[src/common/erase_host_pkg.sv]
/*
 * Constants, register map and pin bundle of the block-erase host controller.
 * Assumes a 50 MHz pclk and an asynchronous parallel flash part on the far side.
 */
// Operation
// - Erase opens with a setup write of code 20H.
// - Setup write address is any location inside the target block.
// - Confirm write of D0H at a block address launches the erase.
// - Chip or output enable toggles between polls to refresh status.
// - Full error check may follow each erase or a series.
// - Clear the error bits when an error is found, before retrying; without CFG_AUTO_CLEAR, only locked or low-supply bits stop a new erase.
// - After the last write, command FFH returns the part to array read.
package erase_host_pkg;

    // ****************************************************************
    // Flash commands and status byte fields
    // ****************************************************************
    localparam logic [7:0] CMD_ERASE_SETUP = 8'h20;
    localparam logic [7:0] CMD_ERASE_CONFIRM = 8'hd0;
    localparam logic [7:0] CMD_READ_ARRAY = 8'hff;
    localparam int machine_ready_flag = 7;
    localparam int erase_fail_flag = 5;
    localparam int program_fail_flag = 4;
    localparam int supply_low_flag = 3;
    localparam int locked_block_flag = 1;
    localparam logic [7:0] STATUS_RESET = 8'h80;
    localparam logic [7:0] STICKY_ERR_MASK = 8'h3a;
    localparam int FLASH_AW = 22;

    // ****************************************************************
    // Bus timing, in ns and in pclk cycles
    // ****************************************************************
    localparam int CLK_NS = 20;
    localparam int T_WP_NS = 60;
    localparam int T_ACC_NS = 70;
    localparam int T_GAP_NS = 40;
    localparam int WP_CYC = (T_WP_NS + CLK_NS - 1) / CLK_NS;
    localparam int ACC_CYC = (T_ACC_NS + CLK_NS - 1) / CLK_NS;
    localparam int GAP_CYC = (T_GAP_NS + CLK_NS - 1) / CLK_NS;
    localparam logic [3:0] WR_LAST = 4'(WP_CYC + 2);
    localparam logic [3:0] RD_LAST = 4'(ACC_CYC + 2);
    localparam logic [3:0] GAP_LAST = 4'(GAP_CYC - 1);
    localparam logic [3:0] WP_FIRST = 4'h1;
    localparam logic [3:0] WP_END = 4'(WP_CYC);

    // ****************************************************************
    // Register map (byte offsets) and fields
    // ****************************************************************
    localparam logic [7:0] OFF_CTRL = 8'h00;
    localparam logic [7:0] OFF_CFG = 8'h04;
    localparam logic [7:0] OFF_ADDR = 8'h08;
    localparam logic [7:0] OFF_STATUS = 8'h0c;
    localparam logic [7:0] OFF_IRQ_STAT = 8'h10;
    localparam logic [7:0] OFF_IRQ_MASK = 8'h14;
    localparam int CTRL_ERASE = 0;
    localparam int CTRL_CLEAR = 1;
    localparam int CTRL_ARRAY = 2;
    localparam int CFG_AUTO_ARRAY = 0;
    localparam int CFG_AUTO_CLEAR = 1;
    localparam int STAT_BUSY = 8;
    localparam int STAT_SEQ_ERR = 9;
    localparam int STAT_ANY_ERR = 10;
    localparam int IRQ_DONE = 0;
    localparam int IRQ_ERR = 1;
    localparam int IRQ_REFUSED = 2;
    localparam logic [1:0] CFG_RESET = 2'h0;
    localparam logic [2:0] IRQ_RESET = 3'h0;

    typedef enum logic [2:0] {
        S_IDLE = 3'b000,
        S_SETUP_WR = 3'b001,
        S_CONFIRM_WR = 3'b010,
        S_POLL_RD = 3'b011,
        S_POLL_GAP = 3'b100,
        S_CLEAR_WR = 3'b101,
        S_ARRAY_WR = 3'b110
    } seq_state_e;

    // Pins that the controller drives towards the flash part
    typedef struct packed {
        logic ce_n;
        logic oe_n;
        logic we_n;
        logic dq_oe;
        logic [FLASH_AW-1:0] addr;
        logic [7:0] dq;
    } flash_out_s;

    localparam flash_out_s PINS_IDLE = '{ce_n: 1'b1, oe_n: 1'b1, we_n: 1'b1, dq_oe: 1'b0, addr: '0, dq: 8'h00};

endpackage

[src/hdl/erase_host.sv]
/*
 * APB-programmed host controller that runs the block-erase sequence on an
 * asynchronous parallel flash part: setup and confirm writes, status polling,
 * full status check, optional clear-status and return to array read.
 * Assumes the flash data pins are asynchronous to pclk, and an APB master on pclk.
 */
// Decided for this implementation: the APB register port and the register offsets.
`timescale 1ns/1ps
module erase_host #(
    parameter logic [7:0] CLEAR_CMD = 8'h50
)
(
    input wire logic pclk,
    input wire logic presetn,
    input wire logic psel,
    input wire logic penable,
    input wire logic pwrite,
    input wire logic [7:0] paddr,
    input wire logic [31:0] pwdata,
    output logic [31:0] prdata,
    output logic pready,
    output logic pslverr,
    output erase_host_pkg::flash_out_s flash_o,
    input wire logic [7:0] flash_dq_in,
    output logic irq
);
    import erase_host_pkg::*;

    // ****************************************************************
    // Helpers
    // ****************************************************************
    function automatic logic is_write_state(input seq_state_e s);
        return (s == S_SETUP_WR) || (s == S_CONFIRM_WR) || (s == S_CLEAR_WR) || (s == S_ARRAY_WR);
    endfunction

    function automatic logic [7:0] cmd_code(input seq_state_e s);
        case (s)
            S_SETUP_WR: return CMD_ERASE_SETUP;
            S_CONFIRM_WR: return CMD_ERASE_CONFIRM;
            S_CLEAR_WR: return CLEAR_CMD;
            default: return CMD_READ_ARRAY;
        endcase
    endfunction

    seq_state_e state;
    seq_state_e next_state;
    logic [3:0] cnt;
    logic [3:0] next_cnt;
    flash_out_s next_pins;
    logic [1:0] cfg;
    logic [FLASH_AW-1:0] erase_addr;
    logic [7:0] status_byte;
    logic [2:0] irq_stat;
    logic [2:0] irq_mask;
    logic [7:0] dq_meta;
    logic [7:0] dq_sync;

    // ****************************************************************
    // APB decode
    // ****************************************************************
    wire wr_en = psel && penable && pwrite;
    wire rd_setup = psel && !penable && !pwrite;
    wire addr_ok = (paddr == OFF_CTRL) || (paddr == OFF_CFG) || (paddr == OFF_ADDR) ||
                   (paddr == OFF_STATUS) || (paddr == OFF_IRQ_STAT) || (paddr == OFF_IRQ_MASK);
    wire ctrl_wr = wr_en && (paddr == OFF_CTRL);
    wire idle = (state == S_IDLE);
    // Locked or low-supply leftovers block new erases until cleared
    wire hold_off = status_byte[locked_block_flag] || status_byte[supply_low_flag];
    wire erase_req = ctrl_wr && idle && pwdata[CTRL_ERASE];
    wire erase_go = erase_req && !hold_off;
    wire refuse_ev = erase_req && hold_off;
    wire clear_go = ctrl_wr && idle && !pwdata[CTRL_ERASE] && pwdata[CTRL_CLEAR];
    wire array_go = ctrl_wr && idle && !pwdata[CTRL_ERASE] && !pwdata[CTRL_CLEAR] && pwdata[CTRL_ARRAY];
    assign pready = 1'b1;
    assign pslverr = psel && penable && !addr_ok;

    // ****************************************************************
    // Status evaluation of the byte read back
    // ****************************************************************
    wire wr_last = is_write_state(state) && (cnt == WR_LAST);
    wire rd_capture = (state == S_POLL_RD) && (cnt == RD_LAST);
    wire poll_ready = dq_sync[machine_ready_flag];
    wire seq_err = dq_sync[erase_fail_flag] && dq_sync[program_fail_flag];
    wire any_err = dq_sync[locked_block_flag] || dq_sync[supply_low_flag] ||
                   dq_sync[erase_fail_flag] || dq_sync[program_fail_flag];
    wire done_ev = rd_capture && poll_ready;
    wire err_ev = done_ev && any_err;
    wire [2:0] irq_set = {refuse_ev, err_ev, done_ev};
    wire [2:0] irq_clr = (wr_en && (paddr == OFF_IRQ_STAT)) ? pwdata[2:0] : 3'h0;
    wire seq_err_held = status_byte[erase_fail_flag] && status_byte[program_fail_flag];
    wire any_err_held = status_byte[locked_block_flag] || status_byte[supply_low_flag] ||
                        status_byte[erase_fail_flag] || status_byte[program_fail_flag];

    // ****************************************************************
    // Sequencer next state
    // ****************************************************************
    always_comb
    begin
        next_state = state;
        next_cnt = cnt + 4'h1;
        case (state)
            S_IDLE:
            begin
                next_cnt = 4'h0;
                if (erase_go)
                    next_state = S_SETUP_WR;
                else if (clear_go)
                    next_state = S_CLEAR_WR;
                else if (array_go)
                    next_state = S_ARRAY_WR;
            end
            S_SETUP_WR:
            begin
                if (wr_last)
                begin
                    next_state = S_CONFIRM_WR;
                    next_cnt = 4'h0;
                end
            end
            S_CONFIRM_WR:
            begin
                if (wr_last)
                begin
                    next_state = S_POLL_RD;
                    next_cnt = 4'h0;
                end
            end
            S_POLL_RD:
            begin
                if (rd_capture)
                begin
                    next_cnt = 4'h0;
                    if (!poll_ready)
                        next_state = S_POLL_GAP;
                    else if (any_err && cfg[CFG_AUTO_CLEAR])
                        next_state = S_CLEAR_WR;
                    else if (cfg[CFG_AUTO_ARRAY])
                        next_state = S_ARRAY_WR;
                    else
                        next_state = S_IDLE;
                end
            end
            S_POLL_GAP:
            begin
                if (cnt == GAP_LAST)
                begin
                    next_state = S_POLL_RD;
                    next_cnt = 4'h0;
                end
            end
            S_CLEAR_WR:
            begin
                if (wr_last)
                begin
                    next_state = cfg[CFG_AUTO_ARRAY] ? S_ARRAY_WR : S_IDLE;
                    next_cnt = 4'h0;
                end
            end
            S_ARRAY_WR:
            begin
                if (wr_last)
                begin
                    next_state = S_IDLE;
                    next_cnt = 4'h0;
                end
            end
            default:
            begin
                next_state = S_IDLE;
                next_cnt = 4'h0;
            end
        endcase
    end

    // ****************************************************************
    // Pin values for the coming cycle; registered so the pins never glitch
    // ****************************************************************
    wire nxt_wr = is_write_state(next_state);
    wire nxt_rd = (next_state == S_POLL_RD);
    wire nxt_wr_live = nxt_wr && (next_cnt != WR_LAST);
    wire nxt_we = nxt_wr && (next_cnt >= WP_FIRST) && (next_cnt <= WP_END);
    // Same block address serves setup and confirm
    assign next_pins = '{ce_n: !(nxt_wr_live || nxt_rd), oe_n: !nxt_rd, we_n: !nxt_we,
                         dq_oe: nxt_wr_live, addr: erase_addr, dq: cmd_code(next_state)};

    always_ff @(posedge pclk or negedge presetn)
    begin
        if (!presetn)
        begin
            state <= S_IDLE;
            cnt <= 4'h0;
            flash_o <= PINS_IDLE;
        end
        else
        begin
            state <= next_state;
            cnt <= next_cnt;
            flash_o <= next_pins;
        end
    end

    // Two-flop synchroniser on the data pins
    always_ff @(posedge pclk or negedge presetn)
    begin
        if (!presetn)
        begin
            dq_meta <= 8'h00;
            dq_sync <= 8'h00;
        end
        else
        begin
            dq_meta <= flash_dq_in;
            dq_sync <= dq_meta;
        end
    end

    // ****************************************************************
    // Software registers
    // ****************************************************************
    always_ff @(posedge pclk or negedge presetn)
    begin
        if (!presetn)
        begin
            cfg <= CFG_RESET;
            erase_addr <= '0;
            irq_mask <= IRQ_RESET;
        end
        else if (wr_en && (paddr == OFF_CFG))
            cfg <= pwdata[1:0];
        else if (wr_en && (paddr == OFF_ADDR) && idle)
            erase_addr <= pwdata[FLASH_AW-1:0];
        else if (wr_en && (paddr == OFF_IRQ_MASK))
            irq_mask <= pwdata[2:0];
    end

    // Host copy of the flash status: errors stay until a clear command goes out
    always_ff @(posedge pclk or negedge presetn)
    begin
        if (!presetn)
            status_byte <= STATUS_RESET;
        else if (rd_capture)
            status_byte <= dq_sync | (status_byte & STICKY_ERR_MASK);
        else if (wr_last && (state == S_CLEAR_WR))
            status_byte <= STATUS_RESET;
    end

    // Sticky events; a new event outweighs a clear in the same cycle
    always_ff @(posedge pclk or negedge presetn)
    begin
        if (!presetn)
            irq_stat <= IRQ_RESET;
        else
            irq_stat <= (irq_stat & ~irq_clr) | irq_set;
    end

    assign irq = |(irq_stat & irq_mask);

    // Read data captured in the setup phase, presented in the access phase
    wire [31:0] rd_mux = (paddr == OFF_CFG) ? {30'h0, cfg} :
                         (paddr == OFF_ADDR) ? {{(32-FLASH_AW){1'b0}}, erase_addr} :
                         (paddr == OFF_STATUS) ? {21'h0, any_err_held, seq_err_held, !idle, status_byte} :
                         (paddr == OFF_IRQ_STAT) ? {29'h0, irq_stat} :
                         (paddr == OFF_IRQ_MASK) ? {29'h0, irq_mask} : 32'h0;

    always_ff @(posedge pclk or negedge presetn)
    begin
        if (!presetn)
            prdata <= 32'h0;
        else if (rd_setup)
            prdata <= rd_mux;
    end

    // ****************************************************************
    // Checks
    // ****************************************************************
    AST_SETUP_CODE: assert property (@(posedge pclk) disable iff (!presetn)
        (state == S_SETUP_WR && !flash_o.we_n) |-> (flash_o.dq == CMD_ERASE_SETUP && flash_o.dq_oe && !flash_o.ce_n))
        else $error("erase setup write does not carry 20H");
    AST_CONFIRM_AFTER_SETUP: assert property (@(posedge pclk) disable iff (!presetn)
        (state == S_SETUP_WR && wr_last) |=> (state == S_CONFIRM_WR) ##1 (cnt == 4'h1))
        else $error("confirm does not follow setup");
    AST_CONFIRM_ADDR: assert property (@(posedge pclk) disable iff (!presetn)
        (state == S_CONFIRM_WR && $fell(flash_o.we_n)) |-> (flash_o.dq == CMD_ERASE_CONFIRM &&
        flash_o.addr == $past(flash_o.addr, WP_CYC + 3)))
        else $error("confirm write code or block address wrong");
    AST_WE_WIDTH: assert property (@(posedge pclk) disable iff (!presetn)
        $fell(flash_o.we_n) |-> (!flash_o.we_n)[*3] ##1 flash_o.we_n)
        else $error("write pulse width wrong");
    AST_BUSY_REPOLL: assert property (@(posedge pclk) disable iff (!presetn)
        (rd_capture && !poll_ready) |=> (flash_o.ce_n && flash_o.oe_n)[*2] ##1 !flash_o.oe_n)
        else $error("busy status not followed by a fresh read strobe");
    AST_ERR_FLAG: assert property (@(posedge pclk) disable iff (!presetn)
        (done_ev && (dq_sync[erase_fail_flag] || dq_sync[supply_low_flag])) |=> irq_stat[IRQ_ERR] && any_err_held)
        else $error("erase error not reported");
    AST_SEQ_ERR: assert property (@(posedge pclk) disable iff (!presetn)
        (done_ev && seq_err) |=> seq_err_held)
        else $error("sequence error not reported");
    AST_REFUSE: assert property (@(posedge pclk) disable iff (!presetn)
        (ctrl_wr && idle && pwdata[CTRL_ERASE] && hold_off) |=> (state == S_IDLE && irq_stat[IRQ_REFUSED]))
        else $error("erase started over a locked or supply error");
    AST_STICKY: assert property (@(posedge pclk) disable iff (!presetn)
        (any_err_held && !(state == S_CLEAR_WR)) |=> any_err_held)
        else $error("error bits dropped without a clear command");
    AST_ARRAY_CODE: assert property (@(posedge pclk) disable iff (!presetn)
        (done_ev && !any_err && cfg[CFG_AUTO_ARRAY]) |=> ##2 (!flash_o.we_n && flash_o.dq == CMD_READ_ARRAY))
        else $error("read array command missing after erase");

    COV_ERASE_OK: cover property (@(posedge pclk) disable iff (!presetn) done_ev && !any_err);
    COV_ERASE_ERR: cover property (@(posedge pclk) disable iff (!presetn) err_ev);
    COV_REFUSED: cover property (@(posedge pclk) disable iff (!presetn) refuse_ev);
    COV_AUTO_CLEAR: cover property (@(posedge pclk) disable iff (!presetn) state == S_CLEAR_WR && wr_last);

endmodule

[config.mk]
export PLATFORM = sky130hd
export DESIGN_NAME = erase_host
export DESIGN_NICKNAME = d
export VERILOG_FILES = /design/src/common/erase_host_pkg.sv /design/src/hdl/erase_host.sv
export SDC_FILE = /design/constraint.sdc
export NUM_CORES = 1
export LEC_CHECK = 0
export ABC_CLOCK_PERIOD_IN_PS = 5240
export BUFFER_PORTS_ARGS = -buffer_cell sky130_fd_sc_hd__buf_2
export CAP_MARGIN = 20
export CORE_UTILIZATION = 35
export DETAILED_ROUTE_END_ITERATION = 7
export PLACE_DENSITY = 0.67
export SYNTH_ARGS = -nofsm -noshare
export SYNTH_HDL_FRONTEND = slang
export SYNTH_SLANG_ARGS = --single-unit
export TNS_END_PERCENT = 1
[constraint.sdc]
create_clock -name pclk -period 5.24 [get_ports pclk]
set_input_delay 0.262 -clock pclk [delete_from_list [all_inputs] [get_ports pclk]]
set_output_delay 0.262 -clock pclk [all_outputs]
set_load 0.02 [all_outputs]
==> results of run 1 <==
## repair_timing
item                                   4_1_cts  5_1_grt
endpoints found under the hold margin       54        0
hold buffers                                 9        0
setup endpoints to repair                    0        0
## report_power, final
group	switching, mW	total, mW	internal, mW
sequential	0.0194	0.921	0.902
clock	0.400	1.11	0.710
combinational	0.133	0.215	0.0820
## final timing paths
kind / from / to / cells past startpoint
worst max-delay path: state[0] / flash_o[33] / 10
worst min-delay path: pwdata[6] / erase_addr[6] / 2
worst max register to register: state[0] / flash_o[33] / 10
worst min register to register: dq_meta[6] / dq_sync[6] / 0
max in group asynchronous: presetn / flash_o[8] / 3
min in group asynchronous: presetn / erase_addr[20] / 2
## worst max-delay path, stage by stage, from the launching register on
cell and delay, ns:
dfrtp_1 0.42, inv_1 0.09, ha_1 0.31, nand4b_1 0.20, o21ai_0 0.21, a221oi_1 0.11
a2111oi_1 0.45, ha_1 0.33, inv_1 0.06, o31a_1 0.15, a21oi_1 0.05
## per-stage QoR
stage                     hold slack, ns  worst slack, ns  util [%]
after floorplan                 -0.03359            2.872         -
after global placement            0.2991            2.570     41.00
after detailed placement          0.3205            2.568     41.00
after CTS                        0.07219            2.774     46.19
after global routing             0.07487            2.580     46.19
final                            0.08686            2.771     46.19
## placed cells by master, fill, tap and decap left out, types with 3 or more instances in the layout
master	n
o32ai_1	3
mux2_4	18
dfrtp_1	109
inv_1	12
nor2b_1	9
a21oi_1	8
ha_1	10
mux2i_1	9
mux2_2	6
nand4b_1	3
nand2_1	34
nand3_1	7
dlygate4sd3_1	9
o21ai_0	22
clkbuf_16	17
and3b_1	4
buf_2	99
clkinvlp_4	4
and2_1	3
a22o_1	18
a31oi_1	3
nor2_1	17
nand2b_1	3
dfstp_2	4
conb_1	11
## routing by layer
metal | up-vias | track usage [%] | wire (um) | share of wire [%]
li1 | 1512 | - | - | -
met1 | 1614 | 20.51 | 4605 | 45
met2 | 132 | 23.68 | 4745 | 47
met3 | 17 | 4.506 | 625 | 6.2
met4 | 2 | 7.532 | 176 | 1.7
met5 | - | 0 | 8 | 0.079
## registers in the layout, summed over array words and instances, names as in the netlist
register / flops
flash_o: 30
erase_addr: 22
prdata: 22
dq_meta: 8
dq_sync: 8
status_byte: 8
cnt: 4
irq_mask: 3
irq_stat: 3
state: 3
cfg: 2
## cells by family after synthesis
logic type	count (synthesis)
xor+xnor	2
other cells	2
compound gates	73
buf+inv	40
mux	33
simple gates	98
fa+ha+maj	10
flops	113
## area by class of cell
| type | count | area (um^2) | share of cell area, % |
|---|---|---|---|
| multi-input cells | 227 | 1675 | 28.17 |
| inverters | 12 | 45.04 | 0.7574 |
| clock inverters | 12 | 135.1 | 2.272 |
| clock buffers | 19 | 442.9 | 7.448 |
| flip-flops and latches | 113 | 2833 | 47.63 |
| repair buffers | 110 | 600.6 | 10.10 |
| well taps | 172 | 215.2 | 3.619 |
==> run_results.csv, run 1 <==
group,metric,value,unit
grt,grt_overflow,0,
final_layout,diodes,0,
clocking,cts_setup_buffers,0,
yosys,ys_top_cells_by_count,"109 x dfrtp_1, 34 x nand2_1, 22 x o21ai_0",
yosys,ys.flop_type,"dfrtp_1",
grt,grt_pass1_wl,16910,um
yosys,synth_edf_count,0,
final_layout,syn_to_final_growth,26.48,%
run_status,run_status,"completed",
yosys,ys_async_sr_fraction,100.0,%
die,core-area,12880,um^2
grt,gr-usage-all-layers,15.64,%
critical_path,crit_path_end_kind,"flop",
yosys,netlist.area_leader.share,58.01,%
die,io_pins,122,
die,dieArea,13900,um^2
route,drc,0,
route,postRouteAntennaNets,0,
sta,rsz0062_at_grt,"no",
grt,grt_max_degree,65,
critical_path,r2r_setup_slack,2.77,ns
place,dp_hpwl,7227,um
grt,grt_pass1_vias,3250,
sta,fin_crit,2.469,ns
clocking,htreeDepth,4,
yosys,synth-warning-count,0,
yosys,synth-simple-area-share,11.55,%
clocking,cts-resized-gates,0,
final_layout,nets,544,
power_and_ir_drop,power.leakage,3.030,nW
grt,antenna_found_initial,1,
route,vias,3277,
sta,finalHoldViolations,0,
sta,slew-limit-headroom,46.52,%
final_layout,nFillCells,1181,
route,routed_wl,10160,um
clocking,clock_path_buffers,2,
yosys,yosys_register_bits,113,
route,detail_route.wl_per_cell,15.28,um
critical_path,required,5.57,ns
sta,period_share,47.13,%
sta,setup_viol,0,
yosys,synth_area,4702,um^2
power_and_ir_drop,vdd_drop_max,270.4,uV
yosys,seq_area_frac_synth,60.24,%
yosys,synth_adder_area_share,2.661,%
route,drtPass1Iterations,4,
route,viasPerCell,4.928,
sta,setup_tns,0,ns
yosys,syn-mean-instance-area,12.67,um^2
clocking,cts_sinks,113,
yosys,synth_compound_gate_area_share,11.07,%
sta,max_freq,0.4049,GHz
final_layout,layout.cells.non_filler,665,
yosys,syn_inst,371,
route,drt_iter0_drc,155,
die,start_util,36.52,%
final_layout,drive_above_1_share,33.47,%
critical_path,critPathLaunchType,"flop",
clocking,insertion_delay,0.41,ns
power_and_ir_drop,power_density,377.8,nW/um^2
clocking,cts_root_buf,"clkbuf_16",
sta,tightestPinTransition,0.7992,ns
yosys,muxShareOfSynthArea,9.101,%
critical_path,setup.worst_path.class,"reg2reg",
clocking,clk_pin_slew,0.05,ns
die,die_x,117.9,um
power_and_ir_drop,power,2.247,mW
place,place_congestion,0.8232,
yosys,synth_top_family_by_area,"simple AND/OR/NAND/NOR gates",
yosys,yosysTopAreaCell,"dfrtp_1",
clocking,cts-buffers-inserted,17,
yosys,yosysMostFrequentCell,"dfrtp_1",
place,dpl_cell_area,5279,um^2
die,die_h,117.9,um
yosys,ys_top_cells_by_area,"dfrtp_1 58%, mux2_4 5.7%, a22o_1 3.4%",
sta,maxSlewViolCount,0,
critical_path,worstPathArrival,2.80,ns
yosys,synth_cell_types,55,
sta,fin_worst_skew,0.008602,ns
place,port_buffers,100,
run,cap_violations,0,
place,placed_cells,625,
yosys,synth-xor-area-share,0.3725,%
clocking,cts_tree,"built",
hold_path,min_path_type,"in2reg",
critical_path,crit_path_max_fanout,5,
final_layout,final_area,5947,um^2
die,num_rows,41,
No activity file was read; power rests on OpenSTA's default activity.
==> inputs of run 2 (changes only) <==
ABC_CLOCK_PERIOD_IN_PS = 2400   (was 5240)
clock period = 2.4 ns   (was 5.24 ns; I/O delays follow)
==> run_results.csv, run 2 (synthesis results as in run 1) <==
group,metric,value,unit
run_status,run_status,"completed",
route,routed_wl,10670,um
final_layout,final_common_cell,"dfrtp_1",
route,vias,3349,
die,die_x,117.9,um
critical_path,required,2.72,ns
sta,fin_worst_skew,0.006868,ns
critical_path,crit_path_max_fanout,4,
sta,fin_ws,0.1262,ns
power_and_ir_drop,vdd_drop_max,706.4,uV
grt,antenna_found_initial,1,
clocking,cts_tree,"built",
sta,tightestPinTransition,0.5630,ns
clocking,cts_root_buf,"clkbuf_16",
die,dieArea,13900,um^2
sta,period_share,94.74,%
clocking,htreeDepth,4,
final_layout,nets,580,
final_layout,largest_reg_flops,30,
critical_path,worstPathArrival,2.60,ns
clocking,insertion_delay,0.41,ns
power_and_ir_drop,power.leakage,3.205,nW
power_and_ir_drop,power_density,789.6,nW/um^2
clocking,cts-buffers-inserted,17,
sta,rsz0062_at_grt,"yes",
hold_path,min_path_type,"in2reg",
critical_path,critPathLaunchType,"flop",
sta,maxSlewViolCount,0,
critical_path,critPathBufInv,2,
clocking,cts_sinks,113,
clocking,clock_path_buffers,2,
final_layout,syn_to_final_growth,33.77,%
place,preCtsSetupSlack,-0.1786,ns
final_layout,top_regs,"flash_o: 30 flops, erase_addr: 22 flops, prdata: 22 flops",
route,viasPerCell,4.771,
place,dp_hpwl,7443,um
final_layout,diodes,0,
run,cap_violations,0,
critical_path,cpPeakStageDelay,0.44,ns
route,drc,0,
grt,gr-usage-all-layers,16.54,%
die,start_util,36.52,%
sta,slew-limit-headroom,61.98,%
critical_path,crit_slowest_cell,"a2111oi_2",
sta,finalHoldViolations,0,
die,io_pins,122,
critical_path,crit_path_end_kind,"flop",
place,port_buffers,100,
sta,fin_crit,2.274,ns
sta,setup_tns,0,ns
final_layout,regMostFlops,"flash_o",
route,detail_route.wl_per_cell,15.20,um
sta,setup_viol,0,
sta,max_freq,0.4398,GHz
die,die_h,117.9,um
clocking,clk_pin_slew,0.06,ns
grt,grt_max_degree,47,
grt,grt_pass1_wl,17720,um
critical_path,worstPathCellList,"inv_1 > ha_1 > nand4b_1 > o21ai_1 > a221oi_1 > a2111oi_2 > ha_1 > inv_1 > o31a_1 > a21oi_1",
route,drt_iter0_drc,202,
grt,grt_pass1_vias,3485,
place,place_congestion,0.8507,
final_layout,layout_common_cells,"108 x dfrtp_1, 99 x buf_2, 34 x nand2_1",
route,drtPass1Iterations,4,
final_layout,drive_above_1_share,35.09,%
grt,grt_overflow,0,
die,num_rows,41,
critical_path,setup.worst_path.class,"reg2reg",
route,postRouteAntennaNets,0,
die,core-area,12880,um^2
critical_path,worst_path_dominant_cell_family,"compound AO/OA/AOI/OAI gates",
## run 2: timing repair
action | CTS | global route
gates resized for setup | 1 | 5
hold buffers | 28 | 0
endpoints found under the hold margin | 71 | 0
buffers inserted | 0 | 2
pin swaps | 0 | 3
setup endpoints to repair | 4 | 4
## run 2: worst reg2reg max path, delay by kind of cell (launching register included)
| kind | cells | cell delay (ns) |
|---|---|---|
| and+or+nand+nor | 1 | 0.18 |
| AOI/OAI and AO/OA | 5 | 0.94 |
| DFF | 1 | 0.34 |
| adders and majority gates | 2 | 0.61 |
| buffers and inverters | 2 | 0.14 |
## run 2: path summary, 6_finish.rpt
path | startpoint | end | slack (ns) | cells past startpoint
setup / recovery | state[1] | flash_o[33] | 0.13 | 10
hold / removal | pwdata[1] | irq_stat[1] | 0.04 | 4
setup reg to reg | state[1] | flash_o[33] | 0.13 | 10
hold reg to reg | dq_meta[3] | dq_sync[3] | 0.34 | 0
max in group asynchronous | presetn | status_byte[7] | 1.37 | 3
min in group asynchronous | presetn | flash_o[25] | 0.25 | 2
## run 2: report_power, final
group          internal, mW  switching [mW]  total [mW]  leakage (nW)
Clock                  1.56           0.871        2.43         0.277
Sequential             1.97          0.0317        2.00          1.49
Combinational         0.224           0.314       0.538          1.43
Total                  3.75            1.22        4.97          3.21
## run 2: area by class of cell
| class | instances | area [um^2] |
|---|---|---|
| clock buffer | 20 | 446.7 |
| clock inverter | 12 | 132.6 |
| fill | 1122 | 6586 |
| inverter | 12 | 45.04 |
| multi-input combinational | 227 | 1685 |
| sequential | 113 | 2834 |
| tap | 172 | 215.2 |
| timing repair buffer | 146 | 930.9 |
## run 2: per-stage QoR
| step | area, um^2 | hold slack (ns) | std cells | util, % | total power [mW] |
|---|---|---|---|---|---|
| finish | 6290 | 0.03679 | 702 | 48.85 | 4.966 |
| global route | 6290 | 0.03791 | 702 | 48.85 | 5.166 |
| CTS | 6269 | 0.02048 | 700 | 48.68 | 5.004 |
| detailed placement | 5404 | 0.1508 | 640 | 41.97 | 2.525 |
| global placement | 5404 | 0.1435 | 640 | 41.97 | 2.513 |
| floorplan | 4736 | -0.1756 | 380 | - | 2.345 |
## run 2: routing by layer
layer / GRT usage (%) / vias to the layer above / wire length [um]
met5: 0 / - / 13
met2: 26.14 / 105 / 5101
met3: 5.959 / 14 / 564
met1: 20.68 / 1637 / 4838
li1: - / 1591 / -
met4: 6.170 / 2 / 150
